## config.mk

```make
export PLATFORM = sky130hd
export DESIGN_NAME = chensc_top
export DESIGN_NICKNAME = d
export VERILOG_FILES = /design/src/verilog/chensc_pkg.sv /design/src/verilog/chensc_top.sv /design/src/verilog/chensc_bit.sv
export SDC_FILE = /design/constraint.sdc
export NUM_CORES = 1
export LEC_CHECK = 0
export BUFFER_PORTS_ARGS = -buffer_cell sky130_fd_sc_hd__buf_4
export CAP_MARGIN = 20
export CORE_UTILIZATION = 49
export CTS_CLUSTER_SIZE = 8
export DETAILED_ROUTE_END_ITERATION = 7
export PLACE_DENSITY = 0.8
export SLEW_MARGIN = 10
export SYNTH_ARGS = -nofsm -noshare
export SYNTH_HDL_FRONTEND = slang
export SYNTH_HIERARCHICAL = 1
export SYNTH_SLANG_ARGS = --single-unit
```

## constraint.sdc

```tcl
create_clock -name sys_clk_in -period 1.8 [get_ports sys_clk_in]
set_input_delay 0.09 -clock sys_clk_in [delete_from_list [all_inputs] [get_ports sys_clk_in]]
set_output_delay 0.09 -clock sys_clk_in [all_outputs]
set_load 0.02 [all_outputs]
```

## src/verilog/chensc_pkg.sv

```systemverilog
package chensc_pkg;
   //------------------------------------------------------------
   // Register map and layout
   //------------------------------------------------------------
   localparam int          CHENSC_NUM_CH      = 32;
   localparam int          CHENSC_AW          = 12;
   localparam logic [11:0] CHENSC_OFF_STATE   = 12'h500;  // Plain enable view
   localparam logic [11:0] CHENSC_OFF_SET     = 12'h504;
   localparam logic [11:0] CHENSC_OFF_CLR     = 12'h508;
   localparam logic [31:0] CHENSC_RST_ENABLE  = 32'h0000_0000;
   localparam logic [31:0] CHENSC_UNMAPPED_RD = 32'h0000_0000;

   // Slave answer states
   typedef enum logic [0:0] {
      CHENSC_IDLE = 1'b0,
      CHENSC_ACK  = 1'b1
   } chensc_state_t;
endpackage

```

## src/verilog/chensc_top.sv

```systemverilog
`timescale 1ns/1ps
// Function
// - Clear register at offset 0x508, one bit per channel
// - Clear register read returns live enable state
// - Writing 1 to clear disables that channel
// - Writing 0 to clear changes nothing
// - Read 1 means enabled, 0 disabled
// - Bit n maps to channel n, 0 to 31
// - Set register at 0x504, write 1 enables
module chensc_top
   import chensc_pkg::*;
(
   input  wire logic        sys_clk_in,   // System clock, 250 MHz
   input  wire logic        rst_in,       // Sync reset, active high
   input  wire logic        wb_cyc_in,    // Wishbone cycle
   input  wire logic        wb_stb_in,    // Wishbone strobe
   input  wire logic        wb_we_in,     // Write enable
   input  wire logic [11:0] wb_adr_in,    // Byte address
   input  wire logic [3:0]  wb_sel_in,    // Byte lane selects
   input  wire logic [31:0] wb_dat_in,    // Write data
   output logic      [31:0] wb_dat_out,   // Read data
   output logic             wb_ack_out,   // Acknowledge
   output logic      [31:0] channel_enable_state_out      // Channel enable state
);
   //------------------------------------------------------------
   // Declarations
   //------------------------------------------------------------
   chensc_state_t state_r;
   chensc_state_t state_nxt;
   logic [31:0]   rdata_r;
   logic [31:0]   rdata_nxt;
   logic [31:0]   lane_mask;
   logic [31:0]   set_vec;
   logic [31:0]   clr_vec;
   logic [31:0]   chan_en;
   logic          req;
   logic          wr_take;

   //------------------------------------------------------------
   // Bus decode
   //------------------------------------------------------------
   // Request seen only while idle, so each access acks once
   assign req     = wb_cyc_in && wb_stb_in && (state_r == CHENSC_IDLE);
   assign wr_take = req && wb_we_in;

   // Byte lane expansion of sel
   always_comb begin
      for (int i = 0; i < 4; i++) begin
         lane_mask[i*8 +: 8] = {8{wb_sel_in[i]}};
      end
   end

   // Strobes: only ones in selected lanes act
   always_comb begin
      set_vec = '0;
      clr_vec = '0;
      if (wr_take && (wb_adr_in == CHENSC_OFF_SET)) begin
         set_vec = wb_dat_in & lane_mask;
      end else if (wr_take && (wb_adr_in == CHENSC_OFF_CLR)) begin
         clr_vec = wb_dat_in & lane_mask;
      end
   end

   //------------------------------------------------------------
   // Channel enable storage
   //------------------------------------------------------------
   // One flop per channel, bit n is channel n
   for (genvar g = 0; g < CHENSC_NUM_CH; g++) begin : g_ch
      chensc_bit u_bit (
         .sys_clk_in (sys_clk_in),
         .rst_in     (rst_in),
         .set_in     (set_vec[g]),
         .clr_in     (clr_vec[g]),
         .en_out     (chan_en[g])
      );
   end

   //------------------------------------------------------------
   // Read data and acknowledge
   //------------------------------------------------------------
   // Both set and clear read the live enable vector
   always_comb begin
      state_nxt = CHENSC_IDLE;
      rdata_nxt = rdata_r;
      if (req) begin
         state_nxt = CHENSC_ACK;
         if (wb_adr_in == CHENSC_OFF_SET) begin
            rdata_nxt = chan_en;
         end else if (wb_adr_in == CHENSC_OFF_CLR) begin
            rdata_nxt = chan_en;
         end else if (wb_adr_in == CHENSC_OFF_STATE) begin
            rdata_nxt = chan_en;
         end else begin
            rdata_nxt = CHENSC_UNMAPPED_RD;
         end
      end
   end

   // Slave state and read data registers
   always_ff @(posedge sys_clk_in) begin
      if (rst_in) begin
         state_r <= CHENSC_IDLE;
         rdata_r <= CHENSC_RST_ENABLE;
      end else begin
         state_r <= state_nxt;
         rdata_r <= rdata_nxt;
      end
   end

   assign wb_ack_out = (state_r == CHENSC_ACK);
   assign wb_dat_out = rdata_r;
   assign channel_enable_state_out   = chan_en;

   //------------------------------------------------------------
   // Checks
   //------------------------------------------------------------
   a_clr_disables: assert property (@(posedge sys_clk_in) disable iff (rst_in)
      (wr_take && wb_adr_in == CHENSC_OFF_CLR && wb_sel_in[0] && wb_dat_in[0]) |=> !channel_enable_state_out[0])
      else $error("clear write left channel 0 enabled");

   a_set_enables: assert property (@(posedge sys_clk_in) disable iff (rst_in)
      (wr_take && wb_adr_in == CHENSC_OFF_SET && wb_sel_in[3] && wb_dat_in[31]) |=> channel_enable_state_out[31])
      else $error("set write left channel 31 disabled");

   a_zero_holds: assert property (@(posedge sys_clk_in) disable iff (rst_in)
      (wr_take && wb_adr_in == CHENSC_OFF_CLR && wb_dat_in == 32'h0000_0000)
      |=> channel_enable_state_out == $past(channel_enable_state_out))
      else $error("zero clear write changed channels");

   a_clr_reads_live: assert property (@(posedge sys_clk_in) disable iff (rst_in)
      (req && !wb_we_in && wb_adr_in == CHENSC_OFF_CLR) |=> wb_dat_out == $past(channel_enable_state_out))
      else $error("clear read differs from enable state");

   a_set_reads_live: assert property (@(posedge sys_clk_in) disable iff (rst_in)
      (req && !wb_we_in && wb_adr_in == CHENSC_OFF_SET) |=> wb_dat_out == $past(channel_enable_state_out))
      else $error("set read differs from enable state");

   a_clr_only_one: assert property (@(posedge sys_clk_in) disable iff (rst_in)
      (wr_take && wb_adr_in == CHENSC_OFF_CLR && wb_sel_in == 4'hf && wb_dat_in == 32'h0200_0000)
      |=> channel_enable_state_out == ($past(channel_enable_state_out) & 32'hfdff_ffff))
      else $error("clear of channel 25 touched other bits");

   a_reset_zero: assert property (@(posedge sys_clk_in)
      ($past(rst_in) && !rst_in) |-> channel_enable_state_out == CHENSC_RST_ENABLE)
      else $error("channels not disabled after reset");

   a_ack_pulse: assert property (@(posedge sys_clk_in) disable iff (rst_in)
      (wb_cyc_in && wb_stb_in && !wb_ack_out) |=> wb_ack_out ##1 !wb_ack_out)
      else $error("ack not a single cycle pulse");

   //------------------------------------------------------------
   // Further checks on strobes, holds and bus behaviour
   //------------------------------------------------------------
   // Ack never stands two cycles
   a_ack_drops: assert property (@(posedge sys_clk_in) disable iff (rst_in)
      wb_ack_out |=> !wb_ack_out)
      else $error("ack stood longer than one cycle");

   // No ack without a request
   a_no_ack_idle: assert property (@(posedge sys_clk_in) disable iff (rst_in)
      (!(wb_cyc_in && wb_stb_in) && !wb_ack_out) |=> !wb_ack_out)
      else $error("ack without a request");

   // Every ack follows a request
   a_ack_has_req: assert property (@(posedge sys_clk_in) disable iff (rst_in)
      wb_ack_out |-> $past(wb_cyc_in && wb_stb_in))
      else $error("ack without a prior request");

   // Unmapped reads return the fixed value
   a_unmapped_zero: assert property (@(posedge sys_clk_in) disable iff (rst_in)
      (req && !wb_we_in && wb_adr_in != CHENSC_OFF_SET && wb_adr_in != CHENSC_OFF_CLR
       && wb_adr_in != CHENSC_OFF_STATE) |=> wb_dat_out == CHENSC_UNMAPPED_RD)
      else $error("unmapped read returned nonzero");

   // Set write turns on every selected one
   a_set_lanes_on: assert property (@(posedge sys_clk_in) disable iff (rst_in)
      (wr_take && wb_adr_in == CHENSC_OFF_SET)
      |=> (channel_enable_state_out & $past(wb_dat_in & lane_mask)) == $past(wb_dat_in & lane_mask))
      else $error("set write missed a channel");

   // Set write leaves unselected channels alone
   a_set_keeps_rest: assert property (@(posedge sys_clk_in) disable iff (rst_in)
      (wr_take && wb_adr_in == CHENSC_OFF_SET)
      |=> (channel_enable_state_out & ~$past(set_vec)) == ($past(channel_enable_state_out) & ~$past(set_vec)))
      else $error("set write moved other channels");

   // Clear write turns off every selected one
   a_clr_lanes_off: assert property (@(posedge sys_clk_in) disable iff (rst_in)
      (wr_take && wb_adr_in == CHENSC_OFF_CLR)
      |=> (channel_enable_state_out & $past(wb_dat_in & lane_mask)) == 32'h0000_0000)
      else $error("clear write missed a channel");

   // Clear write leaves unselected channels alone
   a_clr_keeps_rest: assert property (@(posedge sys_clk_in) disable iff (rst_in)
      (wr_take && wb_adr_in == CHENSC_OFF_CLR)
      |=> (channel_enable_state_out | $past(clr_vec)) == ($past(channel_enable_state_out) | $past(clr_vec)))
      else $error("clear write moved other channels");

   // No strobe, no change in state
   a_idle_holds: assert property (@(posedge sys_clk_in) disable iff (rst_in)
      (set_vec == 32'h0000_0000 && clr_vec == 32'h0000_0000) |=> $stable(channel_enable_state_out))
      else $error("channels changed with no strobe");

   // Reads never disturb the enables
   a_read_no_effect: assert property (@(posedge sys_clk_in) disable iff (rst_in)
      (req && !wb_we_in) |=> $stable(channel_enable_state_out))
      else $error("read changed channel state");

   // Plain view reads the live vector
   a_state_reads_live: assert property (@(posedge sys_clk_in) disable iff (rst_in)
      (req && !wb_we_in && wb_adr_in == CHENSC_OFF_STATE) |=> wb_dat_out == $past(channel_enable_state_out))
      else $error("plain view read differs from enable state");

   // Read data holds between accesses
   a_dat_holds: assert property (@(posedge sys_clk_in) disable iff (rst_in)
      !req |=> $stable(wb_dat_out))
      else $error("read data moved without a request");

   // Bus outputs quiet after reset
   a_reset_bus: assert property (@(posedge sys_clk_in)
      ($past(rst_in) && !rst_in) |-> (!wb_ack_out && wb_dat_out == CHENSC_RST_ENABLE))
      else $error("bus outputs not cleared by reset");

   // Bit n of the output is channel n
   a_vec_order: assert property (@(posedge sys_clk_in) disable iff (rst_in)
      (wr_take && wb_adr_in == CHENSC_OFF_SET && wb_sel_in == 4'hf && wb_dat_in == 32'h0200_0000)
      |=> (channel_enable_state_out & 32'h0200_0000) == 32'h0200_0000)
      else $error("set of channel 25 missed bit 25");
endmodule

```

## src/verilog/chensc_bit.sv

```systemverilog
`timescale 1ns/1ps
//------------------------------------------------------------
// One channel enable flip-flop with set and clear strobes
//------------------------------------------------------------
module chensc_bit
   import chensc_pkg::*;
(
   input  wire logic sys_clk_in,  // System clock
   input  wire logic rst_in,      // Sync reset, active high
   input  wire logic set_in,      // Enable strobe
   input  wire logic clr_in,      // Disable strobe
   output logic      en_out       // Current enable state
);
   logic en_r;
   logic en_nxt;

   // Set enables, clear disables, neither holds
   always_comb begin
      en_nxt = en_r;
      if (set_in) begin
         en_nxt = 1'b1;
      end else if (clr_in) begin
         en_nxt = 1'b0;
      end
   end

   // Enable register
   always_ff @(posedge sys_clk_in) begin
      if (rst_in) begin
         en_r <= 1'b0;
      end else begin
         en_r <= en_nxt;
      end
   end

   assign en_out = en_r;
endmodule

```

# Yosys cells after proc, flatten, opt, wreduce, memory -nomap -nowiden
# Cells that the tools add are included.
# totals
register_bits,65
inputBits,53
output_inout_bits,65
wordCells,147
# op_classes
n_eq_ne,3
n_mux,71
bitwise_logic,2
n_reduce_logical,37
# ops
op,count
32-bit two-way mux,6
1-bit two-way mux,65
2-bit nonzero test,32
"12-bit by 11-bit equality test with 1-bit output, second input constant",3
32-bit bitwise AND,1
1-bit logical AND,5
1-bit inverter,1

# Longest topological paths before layout
# depth
ltp_word,8
depth_mapped,7
depth_no_buf,5

# Modules after synthesis
# Netlist, hierarchy kept.
# modules_own_cells
mod,n_inst,cells_per_inst,area_per_inst_um2,seq_area_each_um2
chensc_top,1,268,1828.0,660.6
chensc_bit,32,4,38.8,20.0

# Least setup slack after synthesis
# No wires, ideal clock.
# synth_path
path_kind,reg2reg
startpoint,register state_r (netlist: wb_ack_out)
endpoint,register g_ch[10].u_bit.en_r
setup_time_ns,0.066
arrival_ns,1.422
t_required_ns,1.734
setup_slack_ns,0.312
path_stages_with_launch,7
n_path_buf,1
synth_period_minus_slack_ns,1.488
path_cell_list,dfxtp_1 and4b_1 nand4_1 clkbuf_1 nor2_1 nand2b_1 a21oi_2
# synth_between
elab_chain_cells,7
word_cells_on_any_way,10
cone_classes,4 x mux; 1 x bitwise; 5 x reduce/logical
# synth_rtl
element,line_no,rtl
"start, declared",chensc_top.sv:28,chensc_state_t state_r;
"start signal, assigned",chensc_top.sv:105,state_r <= state_nxt;
1-bit inverter (*),chensc_top.sv:43,assign req = wb_cyc_in && wb_stb_in && (state_r == CHENSC_IDLE);
1-bit logical AND (*),chensc_top.sv:43,
1-bit logical AND (*),chensc_top.sv:44,assign wr_take = req && wb_we_in;
1-bit logical AND,chensc_top.sv:59,end else if (wr_take && (wb_adr_in == CHENSC_OFF_CLR)) begin
32-bit two-way mux,chensc_top.sv:59,
32-bit two-way mux (*),chensc_top.sv:57,if (wr_take && (wb_adr_in == CHENSC_OFF_SET)) begin
named net clr_vec[10],chensc_top.sv:34,logic [31:0] clr_vec;
2-bit nonzero test (no line) (*),--,
"end signal, assigned",chensc_bit.sv:32,en_r <= en_nxt;
"end, declared",chensc_bit.sv:14,logic en_r;
# The timed path passes the listed nets; every way through them passes the cells marked *.
# A chain may end at the register's enable or synchronous reset.

# Final worst setup path
# layout_path
startpoint,register state_r (netlist: wb_ack_out)
endpoint,register g_ch[17].u_bit.en_r
# layout_between
elab_chain_cells,7
word_cells_on_any_way,10
cone_classes,4 x mux; 1 x bitwise; 5 x reduce/logical
# layout_rtl
element,line_no
1-bit inverter (*),chensc_top.sv:43
1-bit logical AND (*),chensc_top.sv:43
1-bit logical AND (*),chensc_top.sv:44
1-bit logical AND,chensc_top.sv:59
32-bit two-way mux,chensc_top.sv:59
32-bit two-way mux (*),chensc_top.sv:57
named net clr_vec[17],chensc_top.sv:34
2-bit nonzero test (no line) (*),--
"end signal, assigned",chensc_bit.sv:32
"end, declared",chensc_bit.sv:14
# Marks and branches as above.

==> impl_metrics.env <==
export IMPL_critical_path_top_delay_family="simple AND/OR/NAND/NOR gates"
export IMPL_critPathSlowestCell="dfxtp_1"
export IMPL_fmax_ghz=0.677
export IMPL_yosys_warnings=6
export IMPL_arrival_ps=1750
export IMPL_crit_fanout=31
export IMPL_route_detailed_drc=0
export IMPL_required_ps=2070
export IMPL_rrSetupSlack_ps=320
export IMPL_maxCapViolations=0
export IMPL_place_area_mm2=0.00405
export IMPL_synth_edff_count=0
export IMPL_final_cell_count_no_fill=582
export IMPL_placed_cells=566
export IMPL_p_leak_nw=1.61
export IMPL_grtUsageMet2=0.426
export IMPL_setup_viol=0
export IMPL_fin_skew_ps=7.20
export IMPL_power_mw=3.22
export IMPL_cp_start_kind="register"
export IMPL_via_per_inst=5.41
export IMPL_hold_violations=0
export IMPL_slew_violations=0
export IMPL_post_route_period_util=0.821
export IMPL_path_buf_inv=1
export IMPL_holdPathStages=4
export IMPL_power_frac_comb=0.129
export IMPL_cts_buffers=9
export IMPL_num_vias=3146
export IMPL_cpPeakStageDelay_ps=340
export IMPL_pin_count=118
export IMPL_use_met1=0.325
export IMPL_postRouteAntennaNets=0
export IMPL_synthDistinctLibCells=20
export IMPL_grt_ovfl_total=0
export IMPL_power_density_mw_per_mm2=756
export IMPL_wl_per_cell_um=14.3
export IMPL_cts_resized=0
export IMPL_design_area_mm2=0.00425
export IMPL_synthCells=396
export IMPL_critical_path_class="register to register"
export IMPL_ir_worst_vdd_uv=544
export IMPL_layout_drive_gt1_share=0.347
export IMPL_synth_area_leader_cell="dfxtp_1"
export IMPL_min_to="wb_dat_out[14]"
export IMPL_clock_sinks=65
export IMPL_rows=28
export IMPL_die_area_mm2=0.00658
export IMPL_num_antenna_cells=0
export IMPL_synth_seq_cells=65
export IMPL_cts_root_buf="clkbuf_8"
export IMPL_clock_path_buffers=2
export IMPL_seq_power_share=0.469
export IMPL_grt_busiest_layer="met2"
export IMPL_worst_pin_slew_ps=407
export IMPL_rsz0062_at_grt="false"
export IMPL_outcome="complete, no violations"
export IMPL_worstRegToRegCells=6
export IMPL_hp_start="wb_adr_in[6]"
export IMPL_drt_total_wl_um=8310
export IMPL_dieHeight_um=81.1
export IMPL_clk_pin_slew_ps=70
export IMPL_cts_tree="done"
export IMPL_synth_avg_cell_area_um2=7.75
export IMPL_r2r_start="wb_ack_out"
export IMPL_crit_path_end_kind="register"
export IMPL_synth_most_common_cell="nor2_1"
export IMPL_htree_levels=3
export IMPL_slew_headroom=0.727
export IMPL_switchingPower_mw=0.794
export IMPL_grt_usage=0.259
export IMPL_p_int_mw=2.42
export IMPL_grt_max_degree=66
export IMPL_area_growth_pct=38.6
export IMPL_seq_area_frac_synth=0.424
export IMPL_min_period_ps=1480
export IMPL_drtPass1Iterations=4
export IMPL_hp_class="primary input to register"
export IMPL_pwr_share_clk=0.402
export IMPL_swShare=0.247
export IMPL_nets=555
export IMPL_synth_nets=449
export IMPL_holdBufCountCts=0
export IMPL_post_route_util=0.710
export IMPL_path_cells="and4b_1 > nand4_1 > buf_4 > nor2_1 > nand2b_1 > a21oi_2"
export IMPL_r2r_end="g_ch[17].u_bit/en_out"
export IMPL_synth_area_top_cells="dfxtp_1 (42%), nor2_1 (11%), a21oi_2 (9.1%), a211oi_1 (7.8%), nand4_1 (6.9%)"
export IMPL_synth_main_ff_cell="dfxtp_1"
export IMPL_grtUsageMet3=0.0618
export IMPL_nFillCells=478
export IMPL_clock_latency_ps=340
export IMPL_setup_tns_ps=0
export IMPL_globalplace_congestion=0.802
export IMPL_synthTopCellsByCount="nor2_1 (94), dfxtp_1 (65), nand4_1 (34)"
export IMPL_antenna_found_initial=0
export IMPL_grt_pass1_wl_um=13000
export IMPL_yosysTopAreaCellShare=0.424
export IMPL_synth_area_mm2=0.00307
export IMPL_drt_iter0_markers=154
export IMPL_start_util=0.512
export IMPL_post_cts_repair_setup_buffers=0
export IMPL_async_flop_share=0
export IMPL_coreArea_mm2=0.00599
export IMPL_die_w_um=81.1
export IMPL_dp_hpwl_um=5720
export IMPL_grt_pass1_vias=2892
export IMPL_io_buffers=117
[tightest hold or removal path, delay by kind of cell]
kind | cells | cell delay (ps)
buf+inv | 1 | 90
simple gates | 2 | 130
compound gates | 1 | 70
[metal layers]
metal / part of all wire / vias to the layer above
li1: - / 1533
met1: 0.43 / 1483
met2: 0.48 / 118
met3: 0.079 / 12
met4: 0.016 / 0
met5: 0 / -
[cells in the final DEF (no fill, tap or decap)]
cell       instances
nor4_4             1
inv_1             32
clkinv_2           1
nor4bb_1           2
nand2b_1          32
and3b_2            1
clkbuf_8          12
buf_4            123
clkbuf_1           2
nand2_1           32
nor3_1             1
dfxtp_1           65
a211oi_1          32
a211oi_4           1
nor2b_1            1
nor4bb_4           1
bufinv_16          1
nor2_1            94
and4b_1            1
nand4_1           34
nand3_1            1
buf_12             3
nor4b_1            2
a21oi_2           32
[worst max-delay path by stage]
stage | slack (ps) | startpoint | depth (start not counted) | end
final | 320 | wb_ack_out | 6 | g_ch[17].u_bit/en_out
after global routing | 210 | wb_ack_out | 6 | g_ch[12].u_bit/en_out
after CTS | 310 | wb_ack_out | 6 | g_ch[17].u_bit/en_out
after detailed placement | 220 | wb_adr_in[9] | 7 | g_ch[14].u_bit/en_out
after global placement | 260 | wb_adr_in[9] | 7 | g_ch[14].u_bit/en_out
after floorplan | 310 | wb_ack_out | 6 | g_ch[10].u_bit/en_out
[cell families (layout without fill, tap and decap cells)]
logic type	after synthesis	in the layout	synth area share
compound gates	65	65	0.174
simple gates	203	203	0.322
buf+inv	63	174	0.0799
flops	65	65	0.424
[stage by stage]
| stage | setup WS (ps) | hold WS, ps |
|---|---|---|
| floorplan | 312 | 152 |
| CTS | 310 | 87.7 |
| global placement | 264 | 421 |
| finish | 323 | 89.1 |
| detailed placement | 216 | 438 |
| global route | 213 | 101 |
[final cells by class]
cell class / instances / area, um^2 / share of cell area
clock buffers: 14 / 173 / 0.0406
clock inverters: 2 / 35.0 / 0.00824
inverters: 32 / 120 / 0.0282
multi-input cells: 268 / 1550 / 0.364
flip-flops and latches: 65 / 1300 / 0.306
well taps: 75 / 93.8 / 0.0221
repair buffers: 126 / 983 / 0.231
[state kept, by name, indices dropped and copies added (netlist names)]
signal	count
wb_dat_out	32
wb_ack_out	1
g_ch.u_bit/en_out	32
[power groups by stage]
| stage | logic, mW | registers (mW) | clock network [mW] |
|---|---|---|---|
| after CTS | 0.417 | 1.51 | 1.30 |
| after floorplan | 0.140 | 1.59 | 0 |
| after detailed placement | 0.416 | 1.54 | 0 |
| after global placement | 0.409 | 1.54 | 0 |
| after global routing | 0.451 | 1.51 | 1.36 |
| final | 0.416 | 1.51 | 1.29 |
(Power assumes the default switching activity.)
